## config.mk

```make
export PLATFORM = sky130hd
export DESIGN_NAME = vswc_config_regs
export DESIGN_NICKNAME = d
export VERILOG_FILES = /design/src/rtl/vswc_pkg.sv /design/src/rtl/vswc_chan_map.sv /design/src/rtl/vswc_term_pulse.sv /design/src/rtl/vswc_config_regs.sv
export SDC_FILE = /design/constraint.sdc
export NUM_CORES = 1
export LEC_CHECK = 0
export ABC_AREA = 0
export BUFFER_PORTS_ARGS = -buffer_cell sky130_fd_sc_hd__buf_4
export CAP_MARGIN = 20
export CORE_UTILIZATION = 49
export CTS_CLUSTER_SIZE = 30
export DETAILED_ROUTE_END_ITERATION = 10
export HOLD_SLACK_MARGIN = 0.12
export PLACE_DENSITY = 0.74
export SYNTH_ARGS = -nofsm -noshare
export SYNTH_HDL_FRONTEND = slang
export SYNTH_HIERARCHICAL = 1
export SYNTH_SLANG_ARGS = --single-unit
```

## constraint.sdc

```tcl
create_clock -name sys_clk_i -period 5.1 [get_ports sys_clk_i]
set_clock_uncertainty 0.15 [all_clocks]
set_input_delay 0.51 -clock sys_clk_i [delete_from_list [all_inputs] [get_ports sys_clk_i]]
set_output_delay 0.51 -clock sys_clk_i [all_outputs]
set_load 0.02 [all_outputs]
```

## src/rtl/vswc_pkg.sv

```systemverilog
// shared constants, types and helpers of the video switch configuration bank
package vswc_pkg;

	// register offsets on the serial control register port
	localparam logic [7:0] VSWC_OFS_FAST_MODES = 8'h00;
	localparam logic [7:0] VSWC_OFS_AUX_MODES = 8'h01;
	localparam logic [7:0] VSWC_OFS_RX_SETTINGS = 8'h10;
	localparam logic [7:0] VSWC_OFS_PULSE_AB = 8'h11;
	localparam logic [7:0] VSWC_OFS_PULSE_CD = 8'h12;
	localparam logic [7:0] VSWC_OFS_EQ_AB = 8'h13;
	localparam logic [7:0] VSWC_OFS_EQ_CD = 8'h14;
	localparam logic [7:0] VSWC_OFS_TX_SETTINGS = 8'h20;

	// reset values
	localparam logic [7:0] VSWC_RST_FAST_MODES = 8'h40;
	localparam logic [7:0] VSWC_RST_AUX_MODES = 8'h40;
	localparam logic [7:0] VSWC_RST_RX_SETTINGS = 8'h01;
	localparam logic [7:0] VSWC_RST_PULSE = 8'h00;
	localparam logic [7:0] VSWC_RST_EQ = 8'h00;
	localparam logic [7:0] VSWC_RST_TX_SETTINGS = 8'h03;
	localparam logic [7:0] VSWC_RDATA_UNMAPPED = 8'h00;

	// writable bit masks; reserved bits store and read zero
	localparam logic [7:0] VSWC_MASK_MODES = 8'h43;
	localparam logic [7:0] VSWC_MASK_RX = 8'h01;
	localparam logic [7:0] VSWC_MASK_TX = 8'h0f;
	localparam logic [7:0] VSWC_MASK_ALL = 8'hff;

	// field positions
	localparam int VSWC_ENABLE_BIT = 6;
	localparam int VSWC_SEL_LSB = 0;
	localparam int VSWC_SEL_MSB = 1;
	localparam int VSWC_TERM_ON_BIT = 0;
	localparam int VSWC_PE_LSB = 2;
	localparam int VSWC_PE_MSB = 3;
	localparam int VSWC_OTERM_BIT = 1;
	localparam int VSWC_OCUR_BIT = 0;

	// source codes of the two-bit select fields
	localparam logic [1:0] VSWC_SRC_A = 2'h0;
	localparam logic [1:0] VSWC_SRC_B = 2'h1;
	localparam logic [1:0] VSWC_SRC_C = 2'h2;
	localparam logic [1:0] VSWC_SRC_D = 2'h3;

	// termination pulse timing
	localparam int VSWC_PULSE_TIME_MS = 100;
	localparam int VSWC_CLK_FREQ_HZ = 200_000_000;
	localparam int VSWC_PULSE_CYCLES = VSWC_PULSE_TIME_MS * (VSWC_CLK_FREQ_HZ / 1000);
	localparam int VSWC_PULSE_CNT_W = 25;

	// pulse timer states
	typedef enum logic [0:0] {
		VSWC_TP_IDLE = 1'b0,
		VSWC_TP_OPEN = 1'b1
	} vswc_tp_state_t;

	// vector bit that serves channel ch of source src
	function automatic int vswc_chan_bit(input logic [1:0] src, input int ch);
		int idx;
		idx = 0;
		unique case (src)
			VSWC_SRC_B: idx = ch;
			VSWC_SRC_A: idx = 4 + ch;
			VSWC_SRC_C: idx = 8 + (3 - ch);
			VSWC_SRC_D: idx = 12 + (3 - ch);
		endcase
		return idx;
	endfunction : vswc_chan_bit

	// one-hot route of a select field, all zero when disabled
	function automatic logic [3:0] vswc_route(input logic [1:0] sel, input logic en);
		logic [3:0] r;
		r = 4'h0;
		if (en) begin
			r[sel] = 1'b1;
		end
		return r;
	endfunction : vswc_route

endpackage : vswc_pkg

```

## src/rtl/vswc_chan_map.sv

```systemverilog
// splits a sixteen-bit per-channel vector into four per-source nibbles
`timescale 1ns/10ps
module vswc_chan_map (
	// packed per-channel vector
	input wire logic [15:0] vec_i,
	// per-source channel bits, index is channel number
	output logic [3:0] src_a_o,
	output logic [3:0] src_b_o,
	output logic [3:0] src_c_o,
	output logic [3:0] src_d_o
);
	import vswc_pkg::*;

	// pure rewiring of the scrambled bit order
	always_comb begin
		for (int ch = 0; ch < 4; ch++) begin
			src_a_o[ch] = vec_i[vswc_chan_bit(VSWC_SRC_A, ch)];
			src_b_o[ch] = vec_i[vswc_chan_bit(VSWC_SRC_B, ch)];
			src_c_o[ch] = vec_i[vswc_chan_bit(VSWC_SRC_C, ch)];
			src_d_o[ch] = vec_i[vswc_chan_bit(VSWC_SRC_D, ch)];
		end
	end

endmodule : vswc_chan_map

```

## src/rtl/vswc_term_pulse.sv

```systemverilog
// times the termination disconnect window after a source change
`timescale 1ns/10ps
module vswc_term_pulse #(
	parameter int PULSE_CYCLES = vswc_pkg::VSWC_PULSE_CYCLES
) (
	// clock and reset
	input wire logic sys_clk_i,
	input wire logic rst_i,
	// effective fast source select
	input wire logic [1:0] source_select_i,
	// high while the disconnect window runs
	output logic open_o
);
	import vswc_pkg::*;

	localparam logic [VSWC_PULSE_CNT_W-1:0] LOAD = VSWC_PULSE_CNT_W'(PULSE_CYCLES - 1);

	vswc_tp_state_t state_reg, state_next; // window state
	logic [VSWC_PULSE_CNT_W-1:0] cnt_reg, cnt_next; // cycles left in window
	logic [1:0] sel_reg, sel_next; // last seen select

	// next state: a change restarts the window, else count down
	always_comb begin
		state_next = state_reg;
		cnt_next = cnt_reg;
		sel_next = source_select_i;
		if (source_select_i != sel_reg) begin
			// restart on every change, even inside a window
			state_next = VSWC_TP_OPEN;
			cnt_next = LOAD;
		end else begin
			unique case (state_reg)
				VSWC_TP_IDLE: begin
					cnt_next = cnt_reg;
				end
				VSWC_TP_OPEN: begin
					if (cnt_reg == '0) begin
						state_next = VSWC_TP_IDLE;
					end else begin
						cnt_next = cnt_reg - 1'b1;
					end
				end
			endcase
		end
	end

	// registers; select reset matches the register reset source
	always_ff @(posedge sys_clk_i or posedge rst_i) begin
		if (rst_i) begin
			state_reg <= VSWC_TP_IDLE;
			cnt_reg <= '0;
			sel_reg <= VSWC_SRC_A;
		end else begin
			state_reg <= state_next;
			cnt_reg <= cnt_next;
			sel_reg <= sel_next;
		end
	end

	assign open_o = (state_reg == VSWC_TP_OPEN);

endmodule : vswc_term_pulse

```

## src/rtl/vswc_config_regs.sv

```systemverilog
// configuration register bank of the four-to-one video link switch
// What this block does
// - aux select 00..11 routes aux A..D
// - input termination bit off disconnects all
// - pulse bit set: termination off 100 ms
// - pulse bit clear: termination stays connected
// - per-channel bit order B, A, C reversed, D reversed
// - equalization bit: 0 low, 1 high
// - pre-emphasis field sets all outputs together
// - output termination bit: 0 off, 1 on
// - current bit: 0 10 mA, 1 20 mA
// - straps govern until first serial access
// - straps drive enable, select, eq, tx settings
// - straps: aux enabled, aux select from source pins
// - straps force input termination on
// - straps force all pulse bits zero
// - strap eq pin copied to all sixteen bits
// - mode register: enable bit6, select bits1:0
// - fast enable 0 standby, 1 active
// - fast select 00..11 routes source A..D
// - aux enable 0 disconnects aux switch
`timescale 1ns/10ps
module vswc_config_regs #(
	parameter int PULSE_CYCLES = vswc_pkg::VSWC_PULSE_CYCLES
) (
	// clock and reset
	input wire logic sys_clk_i,
	input wire logic rst_i,
	// register port from the serial control interface
	input wire logic reg_wr_i,
	input wire logic reg_rd_i,
	input wire logic [7:0] reg_addr_i,
	input wire logic [7:0] reg_wdata_i,
	output logic [7:0] reg_rdata_o,
	// strap pins
	input wire logic strap_fast_enable_i,
	input wire logic [1:0] strap_source_select_i,
	input wire logic strap_equalization_i,
	input wire logic [1:0] strap_preemphasis_field_i,
	input wire logic strap_output_termination_i,
	input wire logic strap_output_current_i,
	// mode indication
	output logic strap_mode_o,
	// fast switch controls
	output logic fast_channel_enable_o,
	output logic [1:0] fast_source_select_o,
	output logic [3:0] fast_route_o,
	// low speed switch controls
	output logic low_speed_enable_o,
	output logic [1:0] low_speed_source_select_o,
	output logic [3:0] low_speed_common_port_o,
	// input termination per source, index is channel
	output logic [3:0] input_termination_a_o,
	output logic [3:0] input_termination_b_o,
	output logic [3:0] input_termination_c_o,
	output logic [3:0] input_termination_d_o,
	// equalization level per source, 1 is high
	output logic [3:0] input_equalization_level_a_o,
	output logic [3:0] input_equalization_level_b_o,
	output logic [3:0] input_equalization_level_c_o,
	output logic [3:0] input_equalization_level_d_o,
	// transmitter controls for all outputs
	output logic [1:0] output_preemphasis_level_o,
	output logic output_termination_on_o,
	output logic output_current_level_o
);
	import vswc_pkg::*;

	// one byte per mapped offset; reserved bits
	// are held at zero by the write masks, so a
	// read returns exactly what the fields drive
	// straps are copied once, at the first edge
	// after release, never sampled continuously
	// a strobe standing at that edge skips the copy
	// after that only serial writes move the bank
	// terminations pass one flip-flop, so the
	// analog switches see no decode glitches
	// serial bank registers
	logic [7:0] fast_modes_reg, fast_modes_next; // fast enable and select
	logic [7:0] aux_modes_reg, aux_modes_next; // aux enable and select
	logic [7:0] rx_settings_reg, rx_settings_next; // input termination on
	logic [7:0] pulse_ab_reg, pulse_ab_next; // pulse bits 7:0
	logic [7:0] pulse_cd_reg, pulse_cd_next; // pulse bits 15:8
	logic [7:0] eq_ab_reg, eq_ab_next; // eq bits 7:0
	logic [7:0] eq_cd_reg, eq_cd_next; // eq bits 15:8
	logic [7:0] tx_settings_reg, tx_settings_next; // transmitter settings
	// control hand-over
	logic strap_mode_reg, strap_mode_next; // straps still govern
	logic captured_reg, captured_next; // first edge after release passed, straps copied or skipped
	// read path
	logic [7:0] rdata_reg, rdata_next; // read data
	// termination path
	logic [15:0] term_reg, term_next; // effective terminations, packed
	logic [15:0] pulse_vec; // packed pulse bits
	logic [15:0] eq_vec; // packed eq bits
	// per-source bits after unscrambling
	logic [3:0] pa, pb, pc, pd; // pulse bits per source
	logic [3:0] ta, tb, tc, td; // termination per source
	// window and strobe flags
	logic pulse_open; // disconnect window running
	logic access; // any serial access this cycle

	// any strobe, mapped address or not, is
	// the access that ends strap control
	assign access = reg_wr_i | reg_rd_i;
	// upper byte of each vector is the second register
	assign pulse_vec = {pulse_cd_reg, pulse_ab_reg};
	assign eq_vec = {eq_cd_reg, eq_ab_reg};

	// register next values: strap capture, then serial writes
	// the copy takes only the first edge, and only if no strobe stands there
	// a write overrides one register at any later edge
	// read and write together: the read sees the
	// value from before the write
	always_comb begin
		fast_modes_next = fast_modes_reg;
		aux_modes_next = aux_modes_reg;
		rx_settings_next = rx_settings_reg;
		pulse_ab_next = pulse_ab_reg;
		pulse_cd_next = pulse_cd_reg;
		eq_ab_next = eq_ab_reg;
		eq_cd_next = eq_cd_reg;
		tx_settings_next = tx_settings_reg;
		// capture is armed for one edge only
		captured_next = 1'b1;
		strap_mode_next = strap_mode_reg;
		if (!captured_reg && !access) begin
			// first edge after release: load the straps into the bank
			// fast modes: strap enable and select
			fast_modes_next = '0;
			fast_modes_next[VSWC_ENABLE_BIT] = strap_fast_enable_i;
			fast_modes_next[VSWC_SEL_MSB:VSWC_SEL_LSB] = strap_source_select_i;
			// aux switch on, select shared with fast
			aux_modes_next = '0;
			aux_modes_next[VSWC_ENABLE_BIT] = 1'b1;
			aux_modes_next[VSWC_SEL_MSB:VSWC_SEL_LSB] = strap_source_select_i;
			// receiver: terminations fixed on
			rx_settings_next = '0;
			rx_settings_next[VSWC_TERM_ON_BIT] = 1'b1;
			// straps pulse no channel
			pulse_ab_next = '0;
			pulse_cd_next = '0;
			// one equalization level for all channels
			eq_ab_next = {8{strap_equalization_i}};
			eq_cd_next = {8{strap_equalization_i}};
			// transmitter fields straight from pins
			tx_settings_next = '0;
			tx_settings_next[VSWC_PE_MSB:VSWC_PE_LSB] = strap_preemphasis_field_i;
			tx_settings_next[VSWC_OTERM_BIT] = strap_output_termination_i;
			tx_settings_next[VSWC_OCUR_BIT] = strap_output_current_i;
		end
		if (access) begin
			// first serial access hands control to the serial registers
			strap_mode_next = 1'b0;
		end
		// a write lands on the edge that takes it
		if (reg_wr_i) begin
			// reserved bits are masked to zero on write
			unique case (reg_addr_i)
				VSWC_OFS_FAST_MODES: fast_modes_next = reg_wdata_i & VSWC_MASK_MODES;
				VSWC_OFS_AUX_MODES: aux_modes_next = reg_wdata_i & VSWC_MASK_MODES;
				VSWC_OFS_RX_SETTINGS: rx_settings_next = reg_wdata_i & VSWC_MASK_RX;
				VSWC_OFS_PULSE_AB: pulse_ab_next = reg_wdata_i & VSWC_MASK_ALL;
				VSWC_OFS_PULSE_CD: pulse_cd_next = reg_wdata_i & VSWC_MASK_ALL;
				VSWC_OFS_EQ_AB: eq_ab_next = reg_wdata_i & VSWC_MASK_ALL;
				VSWC_OFS_EQ_CD: eq_cd_next = reg_wdata_i & VSWC_MASK_ALL;
				VSWC_OFS_TX_SETTINGS: tx_settings_next = reg_wdata_i & VSWC_MASK_TX;
				default: fast_modes_next = fast_modes_reg; // unmapped write ignored
			endcase
		end
	end

	// read data mux, registered; unmapped offsets read zero
	// data stands from the edge after the strobe
	// until the next read, so the host may take
	// it at any later edge before the next read
	always_comb begin
		// hold the last data between reads
		rdata_next = rdata_reg;
		if (reg_rd_i) begin
			unique case (reg_addr_i)
				VSWC_OFS_FAST_MODES: rdata_next = fast_modes_reg;
				VSWC_OFS_AUX_MODES: rdata_next = aux_modes_reg;
				VSWC_OFS_RX_SETTINGS: rdata_next = rx_settings_reg;
				VSWC_OFS_PULSE_AB: rdata_next = pulse_ab_reg;
				VSWC_OFS_PULSE_CD: rdata_next = pulse_cd_reg;
				VSWC_OFS_EQ_AB: rdata_next = eq_ab_reg;
				VSWC_OFS_EQ_CD: rdata_next = eq_cd_reg;
				VSWC_OFS_TX_SETTINGS: rdata_next = tx_settings_reg;
				default: rdata_next = VSWC_RDATA_UNMAPPED;
			endcase
		end
	end

	// unscramble the pulse vector per source
	// wires only: a write lands with no delay
	vswc_chan_map u_pulse_map (
		.vec_i(pulse_vec),
		.src_a_o(pa),
		.src_b_o(pb),
		.src_c_o(pc),
		.src_d_o(pd)
	);

	// unscramble the equalization vector per source
	// levels reach the equalizers through wires
	vswc_chan_map u_eq_map (
		.vec_i(eq_vec),
		.src_a_o(input_equalization_level_a_o),
		.src_b_o(input_equalization_level_b_o),
		.src_c_o(input_equalization_level_c_o),
		.src_d_o(input_equalization_level_d_o)
	);

	// disconnect window after each fast source change
	// it watches the registered select, so a
	// strap copy with a non-zero select opens a
	// window too; strap pulse bits are zero then
	// so no channel drops
	vswc_term_pulse #(
		.PULSE_CYCLES(PULSE_CYCLES)
	) u_term_pulse (
		.sys_clk_i(sys_clk_i),
		.rst_i(rst_i),
		.source_select_i(fast_modes_reg[VSWC_SEL_MSB:VSWC_SEL_LSB]),
		.open_o(pulse_open)
	);

	// effective termination: global on, minus pulsed channels in a window
	// a clear receiver bit wins over everything
	// a pulse bit only matters while the window
	// runs; channels with a clear pulse bit
	// stay connected across every switch
	always_comb begin
		ta = {4{rx_settings_reg[VSWC_TERM_ON_BIT]}} & ~({4{pulse_open}} & pa);
		tb = {4{rx_settings_reg[VSWC_TERM_ON_BIT]}} & ~({4{pulse_open}} & pb);
		tc = {4{rx_settings_reg[VSWC_TERM_ON_BIT]}} & ~({4{pulse_open}} & pc);
		td = {4{rx_settings_reg[VSWC_TERM_ON_BIT]}} & ~({4{pulse_open}} & pd);
		// pack d down to a, channel order kept
		term_next = {td, tc, tb, ta};
	end

	// all bank state; reset loads the bank defaults before strap capture
	// reset shows defaults, not straps; terminations
	// stay off until the first edges after release
	always_ff @(posedge sys_clk_i or posedge rst_i) begin
		if (rst_i) begin
			fast_modes_reg <= VSWC_RST_FAST_MODES;
			aux_modes_reg <= VSWC_RST_AUX_MODES;
			rx_settings_reg <= VSWC_RST_RX_SETTINGS;
			pulse_ab_reg <= VSWC_RST_PULSE;
			pulse_cd_reg <= VSWC_RST_PULSE;
			eq_ab_reg <= VSWC_RST_EQ;
			eq_cd_reg <= VSWC_RST_EQ;
			tx_settings_reg <= VSWC_RST_TX_SETTINGS;
			// straps govern until the first access
			strap_mode_reg <= 1'b1;
			captured_reg <= 1'b0;
			rdata_reg <= VSWC_RDATA_UNMAPPED;
			// terminations off while in reset
			term_reg <= '0;
		end else begin
			// every register loads on every edge
			fast_modes_reg <= fast_modes_next;
			aux_modes_reg <= aux_modes_next;
			rx_settings_reg <= rx_settings_next;
			pulse_ab_reg <= pulse_ab_next;
			pulse_cd_reg <= pulse_cd_next;
			eq_ab_reg <= eq_ab_next;
			eq_cd_reg <= eq_cd_next;
			tx_settings_reg <= tx_settings_next;
			strap_mode_reg <= strap_mode_next;
			captured_reg <= captured_next;
			rdata_reg <= rdata_next;
			term_reg <= term_next;
		end
	end

	// outputs straight from the bank
	// register port and mode flag
	assign reg_rdata_o = rdata_reg;
	assign strap_mode_o = strap_mode_reg;
	// fast switch
	assign fast_channel_enable_o = fast_modes_reg[VSWC_ENABLE_BIT];
	assign fast_source_select_o = fast_modes_reg[VSWC_SEL_MSB:VSWC_SEL_LSB];
	assign fast_route_o = vswc_route(fast_source_select_o, fast_channel_enable_o);
	// low speed switch
	assign low_speed_enable_o = aux_modes_reg[VSWC_ENABLE_BIT];
	assign low_speed_source_select_o = aux_modes_reg[VSWC_SEL_MSB:VSWC_SEL_LSB];
	assign low_speed_common_port_o = vswc_route(low_speed_source_select_o, low_speed_enable_o);
	// terminations, one flop behind the cause
	assign input_termination_a_o = term_reg[3:0];
	assign input_termination_b_o = term_reg[7:4];
	assign input_termination_c_o = term_reg[11:8];
	assign input_termination_d_o = term_reg[15:12];
	// transmitter, shared by all outputs
	assign output_preemphasis_level_o = tx_settings_reg[VSWC_PE_MSB:VSWC_PE_LSB];
	assign output_termination_on_o = tx_settings_reg[VSWC_OTERM_BIT];
	assign output_current_level_o = tx_settings_reg[VSWC_OCUR_BIT];

endmodule : vswc_config_regs

```

==> run metrics, run 1 <==
status=finished, final reports clean; Setup-failing EPs final=0; Hold Startpoint=reg_wr_i; wire per inst=19.1 microns; Area contributors post-synth=dfrtp_1 (47%), buf_4 (5.1%), nand2_1 (3.6%); clock latency on the worst-skew pair=0.42 ns; Final Instance Area=7010 sq um; Max-Cap Viols=0; crit start category=flip-flop; Chip Height=113 microns; Mapped Avg Cell Area=9.99 sq um; cell taking the most area after synthesis=dfrtp_1; CTS Buf Count=17; Total Routing Usage GR=25.9%; fmax=352 MHz; drc violations=0; Arrival @ worst endpoint=2.96 ns; CTS sink cnt=118; vias in the first global route=4540; CTS tree=yes; vias per inst=5.88; start point of the critical path=u_term_pulse/cnt_reg[0]; Worst-Margin Slew=0.886 ns; post-synth cell types=64; Design Power=2.51 mW; Post-Syn Area=6010 sq um; most frequent cell after synthesis=dfrtp_1; number of diodes=0; Initial DRC Count=337; largest family of logic cells by synthesized area=simple AND/OR/NAND/NOR gates; Reg clk slew, reported paths=0.05 ns; kind of critical path=flip-flop to flip-flop; unrepaired setup endpoints after global routing=no; Ys Warns=6; # port buffers=86; max reg flops=25; area share of the largest cell type after synthesis=a little under half; row cnt=40; VDD IR max=0.185 mV; CP required=5.21 ns; pwr dens=358 nW/um^2; first-pass GRT wire length=24.9 mm; Remaining Overflow, GRT=0; worst rel slew slack=40.7%; HPWL after DPL=10.5 mm; Syn-to-layout area delta=16.6%; net count of the mapped netlist=631; total length of routed wires=15.3 mm; DP Cell Count=roughly 760; Post-synth top cells=dfrtp_1 (112), nand2_1 (58), nor2_1 (44); DRT antenna net count=0; ys async rst share=100%; crit share post-route=55.8%; initial antenna violation count=0; XOR/XNOR Fraction of Synth Area=2.92%; Syn Inst Count=601; Die Wd=113 microns; endpoint class of the critical path=flip-flop; Finished Layout Cells=800; final hold vios=0; H-tree levels=4; clock root cell=clkbuf_16; Top FF cell, synth=dfrtp_1; Final Critical Period=2.84 ns; hold buffer count at cts=1; simple-gate share of the synthesized area=18.8%; Core Box Area=12000 sq um; Leakage=slightly above 3 nW; Initial Util=50.2%; largest net degree at the start of global routing=60; share of cells above drive strength 1=21.7%; Area after DPL=6380 sq um; post-route setup TNS=0 ns; Post-Synth Adder-Cell Area=less than 1%; Slew Viols, Final=0; FF+latch count, synth=118; # fillers=approximately 1000; drt pass-1 iters=5; Nets=670; EDFF count, synth=0; # resized after CTS=0; DR vias=4700; Critical R2R Launch=u_term_pulse/cnt_reg[0]; Clock Path Buffers=2; sequential fraction of the synthesis area=49.3%; post-synthesis mux area share=3.58%; Crit Path Max Fanout=18; Synth Area in Compound Gates=about 16%; post-CTS setup buffer count=0; placer congestion estimate=0.964; DIE AREA=12700 sq um; HP Class=primary input to flip-flop; Ports=between 80 and 90
worst paths after layout:
kind	slack (ns)	cells past startpoint	endpoint
max	2.26	7	u_term_pulse/cnt_reg[4]
min	0.16	2	strap_mode_o
max reg2reg	2.26	7	u_term_pulse/cnt_reg[4]
min reg2reg	0.34	1	rx_settings_reg[3]
max in group asynchronous	3.72	4	fast_modes_reg[6]
min in group asynchronous	0.43	3	aux_modes_reg[7]
cell usage in the layout, fill, tap and decap left out, drive strengths merged, types with 19 or more instances in the layout:
| master | count |
|---|---|
| nand2 | 58 |
| a21oi | 35 |
| buf | 91 |
| clkbuf | 28 |
| and3 | 19 |
| nor2 | 44 |
| dfrtp | 112 |
| o21ai | 25 |
| xnor2 | 19 |
| nand3 | 20 |
power breakdown:
group,internal (mW),switching (mW)
registers,0.987,0.0533
logic,0.138,0.211
clock network,0.718,0.397
total,1.84,0.661
per-stage QoR:
| step | utilization, % | hold slack, ns | worst slack, ns |
|---|---|---|---|
| after floorplan | - | 0.299 | 2.11 |
| after global placement | 53.3 | 0.316 | 2.39 |
| after detailed placement | 53.3 | 0.321 | 2.32 |
| after CTS | 58.0 | 0.150 | 2.21 |
| after global routing | 58.6 | 0.156 | 2.05 |
| final | 58.6 | 0.162 | 2.26 |
layout make-up:
class | instances | area, sq um | share of cell area [%]
inverter | 13 | 50.0 | 0.714
sequential | 118 | 2960 | 42.3
multi-input combinational | 397 | 2520 | 35.9
clock inverter | 4 | 45.0 | 0.643
timing repair buffer | 93 | 743 | 10.6
clock buffer | 28 | 507 | 7.23
tap | 147 | 184 | 2.63
layer usage:
metal	up-vias	part of all wire, %	GRT usage, %
met1	2272	44	36.9
met3	32	7.5	6.75
met4	0	2.7	10.4
met2	222	46	37.7
li1	2174	-	-
met5	-	0	0
critical path, cell delays in order, from the launching register on:
cell       delay [ns]
dfrtp_1          0.37
inv_1            0.13
ha_1             0.16
or4b_4           0.47
nor4b_4          0.76
a2111oi_0        0.32
xnor2_1          0.26
nand2_1          0.08
logic make-up after synthesis:
kind of cell	count (synthesis)
AND/OR/NAND/NOR	210
AO/OA/AOI/OAI	143
flip-flops	118
buffers and inverters	86
multiplexers	21
XOR/XNOR	20
adder cells (fa/ha/maj)	2
other	1
Note: power is estimated with default switching activity, not from simulation.
==> inputs of run 2 (changes only) <==
ABC_AREA = 1   (was 0)
clock period = 2.7 ns   (was 5.1 ns; I/O delays follow)
==> run 2 against run 1 <==
Non-clock buffer count grew 18. Utilization is 2.2 points higher. Global-route usage fell by 0.25 points. Critical endpoint is now low_speed_common_port_o[3]. Largest cell class unchanged. Highest routed layer unchanged.
==> run metrics, run 2 <==
status=finished, final reports clean; H-tree levels=4 (unchanged); largest net degree at the start of global routing=91 (+52%); DIE AREA=13600 sq um (+7.4%); clock share of power=46.9% (+2.4 points); Area contributors post-synth=dfrtp_1 (43%), nand2_1 (9.6%), inv_1 (6.7%); kind of critical path=flip-flop to output pin; Arrival @ worst endpoint=1.64 ns (-1.32 ns); Ports=87 (unchanged); internal cell power=3.57 mW (+94%); area of the multi-input gates=2600 sq um (+3.2%); Final Critical Period=2.06 ns; Nets=900 (+34%); fmax=slightly below 500 MHz; wire per inst=15.0 microns (-22%); Hold Startpoint=reg_wr_i; share of cells above drive strength 1=23.0% (+1.2 points); crit share post-route=approximately 76%; Mapped Avg Cell Area=8.08 sq um (-19%); cell taking the most area after synthesis=dfrtp_1; Chip Height=117 microns (+3.7%); Critical R2R Launch=u_term_pulse/cnt_reg[0]; max reg flops=25 (unchanged); crit path to=low_speed_common_port_o[3]; Syn Inst Count=800 (+33%); Crit Path Max Fanout=6 (-12); number of diodes=0 (unchanged); pwr dens=635 nW/um^2 (+78%); CTS sink cnt=118 (unchanged); net count of the mapped netlist=830 (+32%); unrepaired setup endpoints after global routing=no; clock latency on the worst-skew pair=0.42 ns (about the same); register-to-register setup slack=0.68 ns (-1.58 ns); vias per inst=5.20 (-11%); Total Routing Usage GR=25.6% (-0.25 points); Ys Warns=6 (unchanged); Die Wd=117 microns (+3.7%); post-synth cell types=40 (-38%); placer congestion estimate=0.879 (-8.8%); total length of routed wires=15.8 mm (+3.4%); DR vias=5486 (+17%); area share of the largest cell type after synthesis=43.4% (-3.3 points); met1 global-route usage=38.4% (+1.5 points); most frequent cell after synthesis=nand2_1; CTS Buf Count=17 (unchanged); Post-Syn Area=6460 sq um (+7.6%); # resized after CTS=0 (unchanged); combinational fraction of design power=13.8% (about the same); final hold vios=0 (unchanged); DRT antenna net count=0 (unchanged); Initial Util=50.8% (+0.58 points); reg2reg end=u_term_pulse/cnt_reg[6]; Worst-Margin Slew=0.630 ns (-0.256 ns); HPWL after DPL=10.9 mm (+4.3%); crit start category=flip-flop; Max-Cap Viols=0 (unchanged); switch share=27.3% (+0.90 points); endpoint class of the critical path=output pin; vias in the first global route=5079 (+12%); GR Util met2=36.0% (-1.7 points); EDFF count, synth=0 (unchanged); Clock Path Buffers=2 (unchanged); worst rel slew slack=58.0% (+17 points); HP Class=primary input to flip-flop; drt pass-1 iters=5 (unchanged); clock root cell=clkbuf_16; Leakage=3.85 nW (+27%); Initial DRC Count=515 (+53%); Reg2Reg Depth=12 (+5); ys async rst share=100% (unchanged); Setup-failing EPs final=0 (unchanged); sequential fraction of the synthesis area=45.8% (-3.5 points); Most Crowded Layer GR=met1; final setup margin=0.640 ns (-1.62 ns); FF/Latch Area=2960 sq um (unchanged); # fillers=1130 (+13%); Reg clk slew, reported paths=0.06 ns (about the same); CTS tree=yes; row cnt=41 (+2.5%); Post-synth top cells=nand2_1 (166), inv_1 (116), dfrtp_1 (112); Top FF cell, synth=dfrtp_1; most frequent cells in the layout=nand2_1 (166), inv_1 (115), dfrtp_1 (112); GR Util met3=5.15% (-1.6 points); Remaining Overflow, GRT=0 (unchanged); post-route setup TNS=0 ns (unchanged); Net Sw Power=1.34 mW (+100%); FF+latch count, synth=118 (unchanged); Core Box Area=12700 sq um (+6.4%); Syn-to-layout area delta=19.7%; CP required=2.28 ns (-2.93 ns); Place WS=0.687 ns (-1.63 ns); Seq pwr share=39.3% (-2.2 points); drc violations=0 (unchanged); initial antenna violation count=0 (unchanged); Slew Viols, Final=0 (unchanged); # port buffers=86 (unchanged); first-pass GRT wire length=26.1 mm (+4.7%); VDD IR max=0.386 mV (+110%); most common cell after layout, fill and taps aside=nand2_1; start point of the critical path=aux_modes_reg[6]
## run 2: changes by cell type after synthesis, moves of 17 or more
cell / previous run / this run
xnor2_1: 19 / 0
nand3_1: 20 / 45
nand4_1: 2 / 19
mux2i_1: 17 / 0
nand2_1: 58 / 166
a21oi_1: 33 / 16
and3_1: 19 / 0
inv_1: 13 / 116
o22ai_1: 6 / 32
and2_1: 17 / 0
nor2_1: 44 / 76
## run 2: final cells by class
class                   instances  area share (%)
flip-flops and latches        118            38.3
multi-input cells             499            33.6
repair buffers                111            11.5
inverters                     123            6.02
clock buffers                  18            5.55
well taps                     172            2.78
clock inverters                14            2.28
## run 2: worst max-delay path: stages (launching register included)
cell,delay (ns)
dfstp_2,0.53
inv_1,0.13
nor3_1,0.34
buf_4,0.21
## run 2: through the flow
| step | instance area, sq um | hold slack [ns] | power (mW) | util [%] | std cells |
|---|---|---|---|---|---|
| 2_1_floorplan | 6460 | 0.185 | 2.42 | - | 800 |
| 3_3_place_gp | 6950 | 0.241 | 2.60 | 54.6 | 1005 |
| 3_5_place_dp | 6950 | 0.246 | 2.61 | 54.6 | 1005 |
| 4_1_cts | 7730 | 0.158 | 4.93 | 60.8 | 1055 |
| 5_1_grt | 7730 | 0.198 | 5.09 | 60.8 | 1055 |
| 6_report | 7730 | 0.166 | 4.91 | 60.8 | 1055 |
## run 2: how the worst min path moves through the flow
stage	to	slack, ns	cells after the start
CTS	fast_modes_reg[0]	0.16	4
global placement	u_term_pulse/cnt_reg[19]	0.24	3
detailed placement	u_term_pulse/cnt_reg[23]	0.25	3
floorplan	u_term_pulse/cnt_reg[0]	0.19	1
finish	fast_modes_reg[0]	0.17	4
global route	fast_modes_reg[6]	0.20	5
## run 2: logic make-up after synthesis
kind of cell               after synthesis  share of synthesized area [%]
buffers and inverters                  183                           14.1
other                                    1                         0.0580
xor gates and xnor gates                 5                          0.678
and+or+nand+nor                        381                           28.5
AOI/OAI and AO/OA                      110                           10.5
DFF                                    118                           45.8
adders and majority gates                2                          0.387
## run 2: power groups by stage
stage / registers, mW / clock network (mW) / logic [mW]
finish: 1.93 / 2.31 / 0.678
global placement: 1.96 / 0 / 0.644
CTS: 1.93 / 2.32 / 0.677
global route: 1.94 / 2.41 / 0.741
detailed placement: 1.96 / 0 / 0.652
floorplan: 1.95 / 0 / 0.467
## run 2: layer usage
layer | vias to the layer above | wire [microns] | share of wire, %
met4 | 0 | 374 | 2.4
li1 | 2667 | - | -
met3 | 31 | 1130 | 7.2
met5 | - | 0 | 0
met1 | 2578 | 7310 | 46
met2 | 210 | 6970 | 44
## run 2: timing repair
action	CTS	global route
setup buffers	0	0
hold buffers	18	0
endpoints found under the hold margin	161	0
==> inputs of run 3 (changes only) <==
PLACE_DENSITY = 0.76   (was 0.74)
clock period = 1.7 ns   (was 2.7 ns; I/O delays follow)
==> run 3 against run 2 <==
The flow now finishes with violations (negative setup slack). Global-route usage increased by 1.6 points. Count of clock-buffer cells in the layout increased by 2. Largest power group unchanged. Final cell count increased by 6.6%. Flip-flop and latch count unchanged. Highest routed layer unchanged. Register-to-register slack got worse by 0.80 ns. Via count increased by 8.0%. Combinational power increased by 96%. Non-clock buffer count increased by 69. Critical path type is now flip-flop to flip-flop.
==> run metrics, run 3 (synthesized netlist as in run 2, its figures left out) <==
clock share of power=44.3% (-2.6 points); CP required=1.91 ns (-0.37 ns); Initial DRC Count=631 (+23%); final setup margin=-0.124 ns (-0.764 ns); Clock Path Buffers=2 (unchanged); number of diodes=0 (unchanged); fmax=548 MHz; total length of routed wires=17.8 mm (+13%); Nets=970 (+7.8%); Total Routing Usage GR=27.2% (+1.6 points); Arrival @ worst endpoint=2.03 ns (+0.39 ns); register-to-register setup slack=-0.12 ns (-0.80 ns); Reg2Reg Depth=13 (+1); placer congestion estimate=0.910 (+3.5%); Net Sw Power=2.20 mW (+64%); wire per inst=15.8 microns (+5.7%); Setup-failing EPs final=31 (+31); failing checks=negative setup slack; first-pass GRT wire length=27.8 mm (+6.5%); endpoint class of the critical path=flip-flop; drc violations=0 (unchanged); internal cell power=5.68 mW (+59%); final hold vios=0 (unchanged); share of cells above drive strength 1=32.3% (+9.3 points); kind of critical path=flip-flop to flip-flop; Reg clk slew, reported paths=0.05 ns (about the same); crit share post-route=107%; Design Power=7.88 mW (+61%); DIE AREA=13600 sq um (unchanged); largest net degree at the start of global routing=39 (-57%); DRT antenna net count=0 (unchanged); switch share=27.9% (+0.61 points); Die Wd=117 microns (unchanged); Area after DPL=7390 sq um (+6.3%); HPWL after DPL=11.7 mm (+7.3%); initial antenna violation count=0 (unchanged); H-tree levels=4 (unchanged); GR Util met3=7.88% (+2.7 points); row cnt=41 (unchanged); met1 global-route usage=37.6% (-0.75 points); Final Critical Period=1.82 ns; CTS sink cnt=118 (unchanged); Slew Viols, Final=0 (unchanged); Remaining Overflow, GRT=0 (unchanged); Max-Cap Viols=0 (unchanged); unrepaired setup endpoints after global routing=yes; Initial Util=50.8% (unchanged); crit start category=flip-flop; VDD IR max=0.706 mV (+83%); post-route setup TNS=-2.79 ns (-2.79 ns); Leakage=4.21 nW (+9.2%); drt pass-1 iters=5 (unchanged); HP Class=primary input to async pin; Seq pwr share=38.8% (-0.5 points); pwr dens=924 nW/um^2 (+46%); CTS Buf Count=17 (unchanged); Crit Path Max Fanout=5 (-1); Ports=87 (unchanged); most frequent cells in the layout=nand2_1 (149), buf_4 (145), dfrtp_1 (111); combinational fraction of design power=16.9% (+3.1 points); clock latency on the worst-skew pair=0.42 ns (about the same); Core Box Area=12700 sq um (unchanged); DR vias=5925 (+8.0%); final core occ=67.0% (+6.3 points); Chip Height=117 microns (unchanged); clock root cell=clkbuf_16; status=finished, violations left; Most Crowded Layer GR=met2; max reg flops=25 (unchanged); Final Instance Area=8530 sq um (+10%); vias per inst=5.27 (+1.3%); # port buffers=86 (unchanged); CTS tree=yes; vias in the first global route=5478 (+7.9%); GR Util met2=39.4% (+3.4 points); Syn-to-layout area delta=32.0%; most common cell after layout, fill and taps aside=nand2_1
run 3: cell count changes in the layout (fill, tap and decap cells not counted), sizes merged, moves of 2 or more:
cell / before / now
clkinvlp: 3 / 10
buf: 93 / 159
dlygate4sd3: 18 / 20
clkbuf: 18 / 21
inv: 123 / 119
clkinv: 8 / 5
run 3: power groups by stage:
stage	logic, mW	registers, mW	clock network, mW
final	1.33	3.06	3.49
after CTS	1.22	3.06	3.51
after floorplan	0.743	3.10	0
after global routing	1.43	3.07	3.64
after detailed placement	1.13	3.10	0
after global placement	1.11	3.10	0
run 3: routing by layer:
metal  vias up  wire (microns)  share of wire, %
met5         -               0                 0
met4         0             594               3.3
met3        71            1330               7.5
met2       263            8190                46
met1      2795            7680                43
li1       2796               -                 -
run 3: through the flow:
stage	setup slack (ns)	std cells	hold slack (ns)
floorplan	-0.0235	800	0.0854
global placement	0.00960	1058	0.0760
detailed placement	-0.0435	1058	0.0743
CTS	-0.0732	1115	0.189
global route	-0.232	1125	0.227
finish	-0.124	1125	0.185
run 3: worst paths after layout:
kind	startpoint	to
max in group asynchronous	rst_i	fast_modes_reg[6]
max	u_term_pulse/cnt_reg[1]	u_term_pulse/cnt_reg[5]
min	rst_i	term_reg[3]
min reg2reg	reg_rdata_o[4]	reg_rdata_o[4]
min in group sys_clk_i	reg_addr_i[2]	eq_cd_reg[2]
max reg2reg	u_term_pulse/cnt_reg[1]	u_term_pulse/cnt_reg[5]
run 3: final cells by class:
cell class	instances	area [sq um]
repair buffers	180	1520
fillers	968	4190
clock buffers	20	447
well taps	172	215
repair inverters	1	7.51
inverters	123	485
multi-input cells	499	2770
clock inverters	12	129
flip-flops and latches	118	2960
run 3: what timing repair did:
action / CTS / global route
pin swaps: 1 / 20
resized for setup: 17 / 48
endpoints found under the hold margin: 164 / 0
cloned: 1 / 1
hold buffers: 20 / 0
endpoints found under the setup margin: 30 / 35
setup buffers: 4 / 9
run 3: worst max-delay path, cell delays in order, from the launching register on:
cell and delay [ns]:
dfrtp_1 0.39, inv_2 0.10, ha_4 0.13, inv_2 0.03, nor2_2 0.07, nand2_1 0.06, nor2_2 0.15, nand3_4 0.12
nand2_8 0.13, nand2_8 0.09, inv_8 0.09, buf_6 0.12, nand2_1 0.05, nand2_1 0.06
